## config.mk

```make
export PLATFORM = sky130hd
export DESIGN_NAME = ffmd_detector
export DESIGN_NICKNAME = d
export VERILOG_FILES = /design/src/common/ffmd_pkg.sv /design/src/hdl/ffmd_detector.sv
export SDC_FILE = /design/constraint.sdc
export NUM_CORES = 1
export LEC_CHECK = 0
export ABC_AREA = 1
export BUFFER_PORTS_ARGS = -buffer_cell sky130_fd_sc_hd__buf_4
export CAP_MARGIN = 20
export CELL_PAD_IN_SITES_DETAIL_PLACEMENT = 0
export CELL_PAD_IN_SITES_GLOBAL_PLACEMENT = 1
export CORE_UTILIZATION = 41
export CTS_BUF_LIST = sky130_fd_sc_hd__clkbuf_8
export DETAILED_ROUTE_END_ITERATION = 7
export HOLD_SLACK_MARGIN = 0.08
export PLACE_DENSITY = 0.95
export SYNTH_ARGS = -nofsm -noshare
export SYNTH_HDL_FRONTEND = slang
export SYNTH_SLANG_ARGS = --single-unit
```

## constraint.sdc

```tcl
create_clock -name clock_i -period 11.43 [get_ports clock_i]
set_input_delay 0.5715 -clock clock_i [delete_from_list [all_inputs] [get_ports clock_i]]
set_output_delay 0.5715 -clock clock_i [all_outputs]
set_load 0.01 [all_outputs]
```

## src/common/ffmd_pkg.sv

```systemverilog
// Package for the freefall/motion event detector: offsets, fields, resets
package ffmd_pkg;
  // Register offsets on the device register port
  localparam logic [7:0] FFMD_ADDR_CONFIG = 8'h15;
  localparam logic [7:0] FFMD_ADDR_SOURCE = 8'h16;
  // Configuration field positions
  localparam int FFMD_CFG_LATCH = 7;
  localparam int FFMD_CFG_ANY   = 6;
  localparam int FFMD_CFG_ZEN   = 5;
  localparam int FFMD_CFG_YEN   = 4;
  localparam int FFMD_CFG_XEN   = 3;
  // Source field positions
  localparam int FFMD_SRC_HIT   = 7;
  localparam int FFMD_SRC_ZOVER = 5;
  localparam int FFMD_SRC_ZSIGN = 4;
  localparam int FFMD_SRC_YOVER = 3;
  localparam int FFMD_SRC_YSIGN = 2;
  localparam int FFMD_SRC_XOVER = 1;
  localparam int FFMD_SRC_XSIGN = 0;
  // Reset values and widths
  localparam logic [7:0] FFMD_CFG_RESET = 8'h00;
  localparam logic [7:0] FFMD_SRC_RESET = 8'h00;
  localparam int FFMD_THS_W  = 7;
  localparam int FFMD_CNT_W  = 8;
  localparam int FFMD_AXES   = 3;
  // Threshold step in milli-g per LSB
  localparam int FFMD_THS_MG_PER_LSB = 63;

  // Signed sample of all three axes, index 0 = X, 1 = Y, 2 = Z
  typedef struct packed {
    logic signed [13:0] z;
    logic signed [13:0] y;
    logic signed [13:0] x;
  } ffmd_sample_t;

  // Register port access
  typedef struct packed {
    logic       wr;
    logic       rd;
    logic [7:0] addr;
    logic [7:0] wdata;
  } ffmd_reg_req_t;
endpackage : ffmd_pkg

```

## src/hdl/ffmd_detector.sv

```systemverilog
// Freefall/motion event detector with debounce, source flags and latch modes
// Contract
// - any_axis_combine 0 selects freefall, 1 selects motion; config bit 6.
// - All three axis enables cleared disables detection; no events raised.
// - Config: latch bit 7, combine bit 6, Z/Y/X enables bits 5..3; reset 0.
// - Motion: any enabled axis magnitude strictly above trip_level.
// - Freefall: all enabled axis magnitudes at or below trip_level.
// - combined_hit (source bit 7) sets only after debounce completes.
// - Unlatched, clear mode 0: hit clears only after counter decrements down.
// - Unlatched, clear mode 1: hit clears at once; re-set needs full delay.
// - Unlatched freefall: source read leaves combined_hit unchanged.
// - Unlatched motion: source read clears nothing, counter untouched.
// - Unlatched: axis flags follow raw comparison of enabled axes.
// - Latched freefall: hit holds until read; read clears hit and counter.
// - Latched motion: read clears all source bits and the counter.
// - Latched freefall: axis flags captured when combined_hit sets.
// - Latched motion: axis flags hold while hit set until read.
// - Latch on: fresh axis results blocked while event held.
// - Axis flags read zero when their enable bit is zero.
// - Source: hit bit 7, Z/Y/X event then sign; sign 1 means negative g.
// - Interrupt output is hit gated by enable and routing settings.
// - Debounce counter saturates at debounce_target; hit when reached.
// - Clear mode 0: counter decrements by one per false sample to zero.
// - One trip_level step is 0.063 g.
`timescale 1ns/1ps
`default_nettype none
module ffmd_detector
  import ffmd_pkg::*;
#(
  parameter int SAMPLE_W = 14,
  parameter int G_SHIFT  = 6
) (
  input  wire logic                  clock_i,
  input  wire logic                  rst_n_i,
  input  wire ffmd_reg_req_t         reg_req_i,
  output logic [7:0]                 reg_rdata_o,
  input  wire logic                  sample_valid_i,
  input  wire ffmd_sample_t          sample_i,
  input  wire logic [FFMD_THS_W-1:0] trip_level_i,
  input  wire logic                  debounce_clear_mode_i,
  input  wire logic [FFMD_CNT_W-1:0] debounce_target_i,
  input  wire logic                  irq_enable_detect_i,
  input  wire logic                  irq_route_detect_i,
  output logic                       irq_pin1_o,
  output logic                       irq_pin2_o
);

  logic [7:0]            cfg_r,   cfg_nxt;
  logic [7:0]            src_r,   src_nxt;
  logic [FFMD_CNT_W-1:0] cnt_r,   cnt_nxt;
  logic [7:0]            rdata_r, rdata_nxt;
  logic                  irq1_r,  irq1_nxt;
  logic                  irq2_r,  irq2_nxt;

  logic [FFMD_AXES-1:0] axis_en;
  logic [FFMD_AXES-1:0] axis_over;
  logic [FFMD_AXES-1:0] axis_neg;
  logic [FFMD_AXES-1:0] axis_flag;
  logic [FFMD_AXES-1:0] axis_sign;
  logic                 latch_on_event;
  logic                 any_axis_combine;
  logic                 any_enabled;
  logic                 cond;
  logic                 src_read;
  logic [5:0]           live_flags;

  assign latch_on_event   = cfg_r[FFMD_CFG_LATCH];
  assign any_axis_combine = cfg_r[FFMD_CFG_ANY];
  assign axis_en = {cfg_r[FFMD_CFG_ZEN], cfg_r[FFMD_CFG_YEN], cfg_r[FFMD_CFG_XEN]};
  assign any_enabled = |axis_en;
  assign src_read = reg_req_i.rd && (reg_req_i.addr == FFMD_ADDR_SOURCE);

  // Per-axis magnitude compare; sample LSB scaled so one trip step is 0.063 g
  for (genvar a = 0; a < FFMD_AXES; a++) begin : g_axis
    logic signed [SAMPLE_W-1:0] s;
    logic [SAMPLE_W-1:0]        mag;
    logic [SAMPLE_W-1:0]        lvl;
    assign s   = (a == 0) ? sample_i.x : (a == 1) ? sample_i.y : sample_i.z;
    assign mag = s[SAMPLE_W-1] ? SAMPLE_W'(-s) : SAMPLE_W'(s);
    assign lvl = SAMPLE_W'({trip_level_i, {G_SHIFT{1'b0}}});
    assign axis_over[a] = mag > lvl;
    assign axis_neg[a]  = s[SAMPLE_W-1];
    // Disabled axes report zero in both flags
    assign axis_flag[a] = axis_en[a] & axis_over[a];
    assign axis_sign[a] = axis_en[a] & axis_over[a] & axis_neg[a];
  end

  // Combine: OR of highs for motion, AND of lows over enabled axes for freefall
  always_comb begin
    if (!any_enabled) begin
      cond = 1'b0;
    end else if (any_axis_combine) begin
      cond = |(axis_en & axis_over);
    end else begin
      cond = &(~axis_en | ~axis_over);
    end
  end

  assign live_flags = {axis_flag[2], axis_sign[2], axis_flag[1], axis_sign[1],
                       axis_flag[0], axis_sign[0]};

  // Config register write and read data mux
  always_comb begin
    cfg_nxt   = cfg_r;
    rdata_nxt = rdata_r;
    if (reg_req_i.wr && reg_req_i.addr == FFMD_ADDR_CONFIG) begin
      cfg_nxt = {reg_req_i.wdata[7:3], 3'h0};
    end
    if (reg_req_i.rd) begin
      case (reg_req_i.addr)
        FFMD_ADDR_CONFIG: rdata_nxt = cfg_r;
        FFMD_ADDR_SOURCE: rdata_nxt = src_r;
        default:          rdata_nxt = 8'h00;
      endcase
    end
  end

  // Debounce counter and source flags
  always_comb begin
    logic hit_nxt;
    logic hit_now;
    hit_now = src_r[FFMD_SRC_HIT];
    hit_nxt = hit_now;
    cnt_nxt = cnt_r;
    src_nxt = src_r;
    // Only a latched read clears; unlatched reads leave flags and count alone
    if (latch_on_event && src_read) begin
      // Latched read clears flags and counter; new event needs full delay
      cnt_nxt = '0;
      src_nxt = FFMD_SRC_RESET;
      hit_now = 1'b0;
      hit_nxt = 1'b0;
    end else if (sample_valid_i) begin
      if (cond) begin
        if (cnt_r < debounce_target_i) begin
          cnt_nxt = cnt_r + 8'h01;
        end
      end else if (debounce_clear_mode_i) begin
        cnt_nxt = '0;
      end else if (cnt_r != '0) begin
        cnt_nxt = cnt_r - 8'h01;
      end
      if (latch_on_event) begin
        // Once set the hit stays; only a read drops it
        hit_nxt = hit_now | (cond && cnt_nxt >= debounce_target_i);
      end else if (debounce_clear_mode_i) begin
        hit_nxt = cond && cnt_nxt >= debounce_target_i;
      end else begin
        // Decrement mode: hit drops only when the counter has run down
        hit_nxt = (cond && cnt_nxt >= debounce_target_i) ||
                  (hit_now && cnt_nxt != '0);
      end
      src_nxt[FFMD_SRC_HIT] = hit_nxt;
      // Axis flags move only on a strobe and freeze under a latched hit;
      // the sample word is not valid between strobes, so it must not leak in
      if (!(latch_on_event && hit_now)) begin
        src_nxt[5:0] = live_flags;
      end
    end
    // Disabled axes always read zero, even if frozen before disable
    src_nxt[5:4] = src_nxt[5:4] & {2{axis_en[2]}};
    src_nxt[3:2] = src_nxt[3:2] & {2{axis_en[1]}};
    src_nxt[1:0] = src_nxt[1:0] & {2{axis_en[0]}};
    src_nxt[6]   = 1'b0;
  end

  // Interrupt: hit gated by enable, routed to one of two pins
  always_comb begin
    irq1_nxt = src_nxt[FFMD_SRC_HIT] && irq_enable_detect_i && irq_route_detect_i;
    irq2_nxt = src_nxt[FFMD_SRC_HIT] && irq_enable_detect_i && !irq_route_detect_i;
  end

  // All state registers
  always_ff @(posedge clock_i) begin
    if (!rst_n_i) begin
      cfg_r   <= FFMD_CFG_RESET;
      src_r   <= FFMD_SRC_RESET;
      cnt_r   <= '0;
      rdata_r <= 8'h00;
      irq1_r  <= 1'b0;
      irq2_r  <= 1'b0;
    end else begin
      cfg_r   <= cfg_nxt;
      src_r   <= src_nxt;
      cnt_r   <= cnt_nxt;
      rdata_r <= rdata_nxt;
      irq1_r  <= irq1_nxt;
      irq2_r  <= irq2_nxt;
    end
  end

  assign reg_rdata_o = rdata_r;
  assign irq_pin1_o  = irq1_r;
  assign irq_pin2_o  = irq2_r;

  // Assertions
  // Nothing may fire while every axis is switched off
  a_disabled_quiet: assert property (@(posedge clock_i) disable iff (!rst_n_i)
    (cfg_r[5:3] == 3'h0 && !src_r[7] && !src_read) |=> !src_r[7])
    else $error("hit raised with all axes disabled");
  // Unused config bits must never hold a written one
  a_cfg_low_zero: assert property (@(posedge clock_i) disable iff (!rst_n_i)
    cfg_r[2:0] == 3'h0)
    else $error("config low bits not zero");
  // A rising hit must follow a completed count
  a_hit_needs_count: assert property (@(posedge clock_i) disable iff (!rst_n_i)
    $rose(src_r[7]) |-> cnt_r >= $past(debounce_target_i))
    else $error("hit set before debounce done");
  // Counter never climbs past the target; a lowered target only drains it
  a_cnt_saturate: assert property (@(posedge clock_i) disable iff (!rst_n_i)
    (cnt_r >= debounce_target_i && $stable(debounce_target_i)) |=>
      cnt_r <= debounce_target_i || cnt_r <= $past(cnt_r))
    else $error("counter passed target");
  // Counter moves only on a sample strobe or a latched read
  a_cnt_step: assert property (@(posedge clock_i) disable iff (!rst_n_i)
    !sample_valid_i && !(latch_on_event && src_read) |=> $stable(cnt_r))
    else $error("counter moved without sample");
  // Latched read wipes the whole source word and the count
  a_latch_read_clr: assert property (
    @(posedge clock_i) disable iff (!rst_n_i)
    (latch_on_event && src_read) |=> src_r == 8'h00 && cnt_r == '0)
    else $error("latched read did not clear");
  // A latched hit survives samples until software reads it
  a_latch_hold: assert property (@(posedge clock_i) disable iff (!rst_n_i)
    (latch_on_event && src_r[7] && !src_read && $stable(cfg_r)) |=> src_r[7])
    else $error("latched hit dropped without read");
  // Unlatched clear mode drops the hit on the first false sample
  a_fast_clear: assert property (@(posedge clock_i) disable iff (!rst_n_i)
    (!latch_on_event && debounce_clear_mode_i && sample_valid_i && !cond) |=> !src_r[7])
    else $error("hit not cleared at once");
  // X flags are masked by the enable of the cycle before
  a_axis_zero: assert property (@(posedge clock_i) disable iff (!rst_n_i)
    !$past(axis_en[0]) |-> src_r[1:0] == 2'b00)
    else $error("disabled X axis flag set");
  // Pin 1 only with a hit, and never both pins together
  a_irq_route: assert property (@(posedge clock_i) disable iff (!rst_n_i)
    irq_pin1_o |-> src_r[7] && !irq_pin2_o)
    else $error("irq without hit");
  // A disabled interrupt keeps both pins quiet
  a_irq_gate: assert property (@(posedge clock_i) disable iff (!rst_n_i)
    !$past(irq_enable_detect_i) |-> !irq_pin1_o && !irq_pin2_o)
    else $error("irq while disabled");
  // Unlatched read changes neither the source word nor the count
  a_unlatched_read: assert property (
    @(posedge clock_i) disable iff (!rst_n_i)
    (!latch_on_event && src_read && !sample_valid_i && $stable(cfg_r)) |=>
      $stable(src_r) && $stable(cnt_r))
    else $error("unlatched read disturbed source");
  // Between samples the source word stands still
  a_flags_idle: assert property (@(posedge clock_i) disable iff (!rst_n_i)
    (!sample_valid_i && !src_read && $stable(cfg_r)) |=> $stable(src_r))
    else $error("source changed without sample");
  // A latched hit freezes the axis flags until the read
  a_latch_freeze: assert property (
    @(posedge clock_i) disable iff (!rst_n_i)
    (latch_on_event && src_r[7] && !src_read && $stable(cfg_r)) |=> $stable(src_r[5:0]))
    else $error("latched axis flags moved");
  // Decrement mode keeps the hit while the count is above one
  a_decr_hold: assert property (@(posedge clock_i) disable iff (!rst_n_i)
    (!latch_on_event && !debounce_clear_mode_i && src_r[7] && cnt_r > 8'h01) |=> src_r[7])
    else $error("decrement mode dropped hit early");
  // Clear mode empties the count on any false sample
  a_clear_zero: assert property (@(posedge clock_i) disable iff (!rst_n_i)
    (debounce_clear_mode_i && sample_valid_i && !cond) |=> cnt_r == '0)
    else $error("count not cleared");
  // Decrement mode steps the count down by exactly one
  a_decr_step: assert property (@(posedge clock_i) disable iff (!rst_n_i)
    (!debounce_clear_mode_i && sample_valid_i && !cond && cnt_r != '0 &&
      !(latch_on_event && src_read)) |=> cnt_r == $past(cnt_r) - 8'h01)
    else $error("count did not step down by one");
  // Freefall: a true condition means no enabled axis is over the level
  a_free_all: assert property (@(posedge clock_i) disable iff (!rst_n_i)
    (!any_axis_combine && cond) |-> axis_flag == 3'h0 && any_enabled)
    else $error("freefall true with an axis over level");
  // Motion: one enabled axis over the level is enough
  a_motion_any: assert property (@(posedge clock_i) disable iff (!rst_n_i)
    (any_axis_combine && axis_flag != 3'h0) |-> cond)
    else $error("motion missed an axis over level");

  // Per-axis source checks; index 0 = X, 1 = Y, 2 = Z
  for (genvar k = 0; k < FFMD_AXES; k++) begin : g_axis_chk
    // A switched-off axis never shows a flag, even a frozen one
    a_axis_off: assert property (@(posedge clock_i) disable iff (!rst_n_i)
      !$past(axis_en[k]) |-> src_r[2*k+1 -: 2] == 2'b00)
      else $error("disabled axis flag set");
    // The sign bit stands only beside its event bit
    a_sign_pair: assert property (@(posedge clock_i) disable iff (!rst_n_i)
      src_r[2*k] |-> src_r[2*k+1])
      else $error("sign flag without event flag");
    // Unlatched: each event bit follows the raw compare of the last sample
    a_flag_follow: assert property (@(posedge clock_i) disable iff (!rst_n_i)
      (!latch_on_event && sample_valid_i) |=>
        src_r[2*k+1] == ($past(axis_en[k]) && $past(axis_over[k])))
      else $error("axis flag not following sample");
  end

  // Main scenarios that the bench should reach
  c_motion_hit: cover property (@(posedge clock_i) any_axis_combine ##1 $rose(src_r[7]));
  c_free_hit: cover property (@(posedge clock_i) !any_axis_combine ##1 $rose(src_r[7]));
  c_latch_read: cover property (@(posedge clock_i) latch_on_event && src_r[7] && src_read);
  c_decr_hold: cover property (@(posedge clock_i)
    !debounce_clear_mode_i && src_r[7] && sample_valid_i && !cond);
  c_all_off: cover property (@(posedge clock_i) cfg_r[5:3] == 3'h0 && sample_valid_i);

endmodule : ffmd_detector
`default_nettype wire

```

==> results.md, run 1 <==
Place:
- The post-placement worst setup slack is 6.24 ns.
- The count of buffers from port buffering is 87.
- Routability-driven placement finished with a final weighted congestion of 0.850.
- The placed instance area is 4070 sq um.
- The HPWL reported at the end of detailed placement is 6910 um.

Critical path:
- The slack of the worst reg-to-reg path is 7.95 ns.
- The type of the worst setup path is input port to flip-flop.
- The maximum cell stage delay along the critical path is 0.31 ns.
- STA classifies the critical path endpoint as a flip-flop.
- Along the worst path, the maximum fanout reaches 9.
- At the worst endpoint, the arrival time is 5.04 ns.
- Among cell families on the critical path, the largest total delay comes from simple AND/OR/NAND/NOR gates.
- The largest individual stage delay along the critical path comes from the cell ha_1.
- STA puts the critical path data required time at 11.61 ns.
- The kind of launch point of the worst setup path is an input port.
- The worst path buffer plus inverter count is 4.

GRT:
- After global routing, the most crowded layer is met2.
- The initial antenna violation count is 0.
- The first global-routing pass estimated 13,700 um of wire.
- Summed over all layers, the global routing overflow is 0.
- Global routing used 35.2% of the available met2 tracks.
- The maximum number of pins on one net before global-route repair is 15.
- In the global route stage, met1 resource usage came out at 24.3%.
- For this run, the total global-route usage over all layers was measured as 19.6%.
- The via count of the first global-routing pass is 3,219.
- The global-route met3 utilization is 2.57%.

Floorplanning:
- The die outline area is 8460 sq um.
- For this configuration, the core starts out at a cell density of 42.8%.
- The number of placement rows is 32.
- From left edge to right edge, the die measures 92.0 um.
- The die is 92.0 um tall.
- The core outline area is 7770 sq um.
- The number of top-level design ports is 91.

Synth:
- The count of cell types in the netlist is 40.
- After synthesis, flip-flops and latches occupy 18.1% of the total area.
- The net count after synthesis is 639.
- The proportion of synthesized flip-flops having asynchronous set or reset is 0%.
- The post-synth design cell area is 3320 sq um.
- In this run the mean area of a mapped cell was 6.40 sq um.
- Yosys printed 0 warnings.
- Synthesis inferred 30 register bits.
- The count of mapped cells out of synthesis is 519.
- The most used flip-flop cell after synthesis is dfxtp_1.
- The number of enable-type register cells in the synthesized netlist is 0.

Final layout:
- The finished cells cover 4160 sq um.
- For this run, the post-layout net count is 728.
- The commonest non-fill, non-tap cell in the layout is nand2_1.
- Leaving out fill and tap cells, the most frequent cells in the layout are 121 x nand2_1, 97 x inv_1, 87 x buf_4.
- Counting the fill cells in the layout gives 757.
- The post-synthesis to final-layout area growth is 25.4%.
- The number of antenna cells inserted is 0.
- The ratio of cells with drive above 1 in the final layout is 19.4%.

Clock network:
- The count of hold buffers inserted by post-cts repair is 0.
- The clock tree from TritonCTS is built.
- The number of setup buffers added after CTS is 0.
- The clock drives 30 sinks.
- The clock transition at the registers of the reported paths is 0.06 ns.
- The H-tree was split into 2 levels.
- Clock latency on the worst-skew pair, taken at its later pin, is 0.28 ns.
- Post-CTS repair changed the size of 0 cells.
- The number of buffers between clock root and the deepest sink is 2.
- The CTS root buffer is clkbuf_8.
- The number of CTS-inserted buffers is 5.

Timing:
- For the pin with the worst max-slew slack, the measured transition is 0.464 ns.
- Of the available clock period, the critical path in the final layout requires 42.6%.
- Setup repair after global routing left no endpoint under its margin.
- The count of endpoints failing hold in the final timing report is 0.
- The final critical-path setup slack is 6.56 ns.
- The tightest hold path in the finished design has a slack of 0.452 ns.
- The sum of negative setup slack is 0 ns.
- The total count of max-transition violations in the final report came to 0.
- The upper clock frequency limit is 0.206 GHz.
- The number of setup violations in the final report is 0.
- The worst slew margin relative to its limit is 69.0%.
- The worst-case clock skew is 0.00341 ns.
- Counting I/O delays and the setup requirement, the final critical path takes 4.87 ns.

Pwr:
- The leakage component of the power is 0.00228 uW.
- The worst-case vdd ir drop is 0.0367 mV.
- In this run the power density over the cells is 79.0 nW/um^2.

Flow run:
- Max-cap violations in this run came to 0.

Route:
- The final antenna-violating net count is 0.
- The residual DRC count is 0.
- The number of vias after detailed routing is 3,505.
- The first routing iteration left 159 violations.
- The sum of routed wire length over all layers is 8130 um.
- The first-pass iteration count of the detailed router is 5.
- The average detailed-routed wire length per instance is 11.4 um.
- The number of vias per cell is 4.93.

Status:
- The run finished with clean final reports.

Worst hold path:
- The tightest min-delay check is of the input port to flip-flop type.
[power breakdown]
group / internal, uW / switching (uW) / total (uW) / leakage, uW
Clock: 47.5 / 37.9 / 85.4 / 0.0000524
Combinational: 57.9 / 73.1 / 131 / 0.00198
Sequential: 107 / 5.19 / 112 / 0.000243
Total: 213 / 116 / 329 / 0.00228
[final timing paths]
kind | cells past startpoint | endpoint | startpoint
hold reg to reg | 2 | reg_rdata_o[2]$_SDFFE_PN0P_ | src_r[2]$_SDFF_PN0_
hold / removal | 2 | irq_pin2_o$_SDFF_PN0_ | irq_route_detect_i
setup reg to reg | 21 | irq_pin2_o$_SDFF_PN0_ | cnt_r[5]$_SDFFE_PP0P_
setup / recovery | 37 | irq_pin2_o$_SDFF_PN0_ | sample_i[0]
[synth_stat cells, drive strengths merged (4+ instances only)]
library cell	n	area, sq um
a21oi	34	170
dfxtp	30	601
ha	39	488
inv	97	364
nand2	131	527
nand3	25	158
nand4	20	146
nor2	41	161
nor3	9	56.3
o21ai	29	145
o21bai	4	30.0
xnor2	5	43.8
xor2	29	254
[registers in the layout, summed over array words and instances, names as in the netlist]
name,count
cnt_r,8
reg_rdata_o,8
src_r,7
cfg_r,5
irq_pin1_o,1
irq_pin2_o,1
[through the flow]
stage          util (%)  power (uW)  instances
2_1_floorplan         -         200        519
6_report           53.6         329        711
5_1_grt            53.6         356        711
3_3_place_gp       52.4         241        703
4_1_cts            53.6         330        711
3_5_place_dp       52.4         245        703
[layout make-up]
type	count	area (sq um)	area share [%]
tap	102	128	3.06
timing repair buffer	87	653	15.7
multi-input combinational	384	2320	55.6
sequential	30	601	14.4
inverter	100	375	9.01
clock inverter	2	8.76	0.210
clock buffer	6	82.6	1.98
[kinds of logic (layout without fill, tap and decap cells)]
family	after synthesis	in the layout	share of synthesized area [%]
compound gates	79	79	13.2
simple gates	232	232	32.9
fa+ha+maj	39	39	14.7
flops	30	30	18.1
xor+xnor	34	34	8.97
buf+inv	105	195	12.2
[per-layer routing]
metal  part of all wire (%)  vias to the layer above
met3                    6.0                       12
met2                     47                      106
met1                     45                     1535
met4                    1.7                        0
met5                      0                        -
li1                       -                     1852
Note: power is estimated with default switching activity, not from simulation.
==> run 2, diff against run 1 <==
- CORE_UTILIZATION: 41 -> 34
- PLACE_DENSITY: 0.95 -> 0.87
- clock period: 11.43 -> 4.4 ns (I/O delays scaled with it)
==> results.md, run 2 (synthesis gave the netlist of run 1 again) <==
Flow run:
- The reported max-cap violation count is 0 (unchanged).

Place:
- The HPWL reported at the end of detailed placement is 7300 um (+5.5%).
- The number of cells after detailed placement is 751 (+6.8%).
- The count of buffers from port buffering is 87 (unchanged).
- The placer's final routability congestion estimate came to 0.828 (-2.7%).

Route:
- The sum of routed wire length over all layers is 8470 um (+4.2%).
- The number of vias after detailed routing is 3,541 (+1.0%).
- The final antenna-violating net count is 0 (unchanged).
- The detailed router's first-iteration violation count is 128 (-19%).
- The average detailed-routed wire length per instance came to 11.1 um (-2.5%).
- The number of vias per cell is 4.66 (-5.5%).
- The first-pass iteration count of the detailed router is 4 (-1).
- The residual DRC count is 0 (unchanged).

Critical path:
- The most repeated library cell on the critical path is nand2_1.
- The worst setup path is captured at a flip-flop.
- The worst path required time is 4.59 ns (-7.02 ns).
- The critical path in this run is classified as input port to flip-flop.
- The maximum cell stage delay along the critical path came to 0.28 ns (-0.03 ns).
- The worst path buffer plus inverter count is 7 (+3).
- The worst setup path is launched from an input port.
- The cell with the biggest individual delay on the critical path is ha_1.
- The data arrival time of the critical path was 4.10 ns (-0.94 ns).
- The kind of cell with the highest combined delay on the critical path is simple AND/OR/NAND/NOR gates.
- The maximum fanout count along the critical path came to 6 (-3).

Pwr:
- The post-layout total power is 882 uW (+170%).
- The design internal power is 565 uW (+170%).
- The proportion of total power due to net switching is 36.0% (+0.65 points).
- The fraction of power consumed by the clock network is 26.3% (+0.3 points).
- The power density over cell area is 201 nW/um^2 (+150%).
- The switching component of the power is 318 uW (+170%).
- The worst-case vdd ir drop is 0.103 mV (+180%).
- The part of the total power dissipated in combinational logic is 40.7% (+0.9 points).
- The leakage component of the power is 0.00238 uW (+4.7%).
- The sequential share of power was 33.1% (-1.1 points).

Clock network:
- The number of clock sinks is 30 (unchanged).
- The number of CTS-inserted buffers came to 5 (unchanged).
- The count of H-tree levels built during CTS came to 2 (unchanged).
- The number of buffers between clock root and the deepest sink came to 2 (unchanged).
- The tree is rooted in a clkbuf_8.
- The latest clock arrival within the worst-skew pair is 0.29 ns (about the same).
- The clock transition at the registers of the reported paths is 0.06 ns (about the same).
- The clock tree from TritonCTS is built.

Final layout:
- The top cell types in the final layout, fill and taps aside, are 119 x nand2_1, 109 x buf_4, 97 x inv_1.
- The ratio of cells with drive above 1 in the final layout is 23.6% (+4.2 points).
- The commonest non-fill, non-tap cell in the layout is nand2_1.
- The post-synthesis to final-layout area growth is 32.3%.
- The final cell count without fillers was 760 (+6.9%).
- The post-layout net count is 750 (+3.0%).
- The number of antenna cells inserted was 0 (unchanged).

Status:
- The flow ran to the end, and the final reports show no timing, DRC or antenna violations.

Floorplanning:
- The number of top-level design ports is 91 (unchanged).
- The number of placement rows came to 35 (+9.4%).
- The effective utilization at floorplan is 35.4% (-7.3 points).
- The height of the die was 101 um (+9.6%).
- The core outline area is 9370 sq um (+21%).
- The width of the die is 101 um (+9.6%).
- The die outline area is 10,200 sq um (+20%).

Timing:
- The total count of max-transition violations in the final report is 0 (unchanged).
- The worst slew margin relative to its limit is 70.4% (+1.4 points).
- The post-layout minimum cycle time is 3.92 ns.
- The post-route fraction of the period consumed by the critical path is 89.0%.
- The count of endpoints failing hold in the final timing report is 0 (unchanged).
- The number of setup violations in the final report came to 0 (unchanged).
- Derived from the worst setup path, the maximum achievable clock frequency is 0.255 GHz.
- The worst hold margin was 0.0934 ns (-0.359 ns).
- The transition time at the pin with the least slew margin was 0.443 ns (-0.0213 ns).
- The worst-case clock skew came to 0.0112 ns (+0.00779 ns).

GRT:
- The overall global routing resource usage came to 17.6% (-2.1 points).
- The leftover overflow at the end of global routing came to 0 (unchanged).
- The initial antenna violation count is 0 (unchanged).
- The maximum number of pins on one net before global-route repair is 15 (unchanged).
- The via count of the first global-routing pass is 3,364 (+4.5%).
- The wire length of the first global-routing pass is 14,400 um (+4.6%).

Worst hold path:
- The min-delay analysis places its worst path in the category input port to flip-flop.
[run 2: path summary, 6_finish.rpt]
path | start | endpoint | slack, ns | depth (start not counted)
max | sample_i[0] | irq_pin2_o$_SDFF_PN0_ | 0.48 | 39
max reg2reg | cnt_r[5]$_SDFFE_PP0P_ | irq_pin2_o$_SDFF_PN0_ | 1.02 | 21
min reg2reg | reg_rdata_o[0]$_SDFFE_PN0P_ | reg_rdata_o[0]$_SDFFE_PN0P_ | 0.47 | 2
min | irq_route_detect_i | irq_pin2_o$_SDFF_PN0_ | 0.09 | 2
[run 2: routing by layer]
metal / part of all wire, % / routed length (um) / vias to the layer above / track usage (%)
met3: 5.1 / 430 / 9 / 2.50
met1: 46 / 3870 / 1562 / 21.9
met2: 48 / 4100 / 73 / 31.9
li1: - / - / 1897 / -
met5: 0 / 0 / - / 0
met4: 0.87 / 74 / 0 / 3.79
[run 2: metrics by stage]
step           setup WS, ns  cell area, sq um  utilization [%]  setup TNS (ns)
2_1_floorplan         0.369              3320                -               0
3_3_place_gp        -0.0179              4260             45.5         -0.0356
3_5_place_dp        -0.0848              4260             45.5          -0.169
4_1_cts               0.214              4360             46.5               0
5_1_grt             -0.0106              4390             46.9         -0.0193
6_report              0.483              4390             46.9               0
[run 2: repair_timing]
action | 4_1_cts | 5_1_grt
setup endpoints to repair | 0 | 3
buffers inserted | 0 | 1
hold buffers | 0 | 0
resized for setup | 0 | 13
[run 2: cell type report]
| cell class | count | area (sq um) |
|---|---|---|
| fillers | 985 | 4980 |
| multi-input cells | 384 | 2350 |
| repair buffers | 109 | 818 |
| flip-flops and latches | 30 | 601 |
| inverters | 100 | 375 |
| well taps | 129 | 161 |
| clock buffers | 6 | 82.6 |
| clock inverters | 2 | 8.76 |
[run 2: worst reg2reg max path, cell delays in order (launching register included)]
cell and delay (ns):
dfxtp_1 0.51, ha_1 0.31, a21oi_1 0.15, o21a_1 0.25, nand2_2 0.19, o21ai_0 0.22
nand4_1 0.13, nand2_2 0.10, inv_1 0.06, ha_1 0.27, o21ai_1 0.07, nand2_1 0.09
a21oi_2 0.13, o21bai_1 0.07, a21oi_1 0.12, o21bai_1 0.07, a21oi_1 0.12, nor2_1 0.06
o21ai_2 0.16, nand2_1 0.09, nand3_2 0.07, nor2_1 0.05
[run 2: power by group through the flow]
| stage | sequential [uW] | clock, uW | combinational, uW |
|---|---|---|---|
| floorplan | 291 | 0 | 229 |
| global placement | 298 | 0 | 343 |
| detailed placement | 298 | 0 | 352 |
| CTS | 292 | 235 | 354 |
| global route | 293 | 248 | 415 |
| finish | 292 | 232 | 359 |
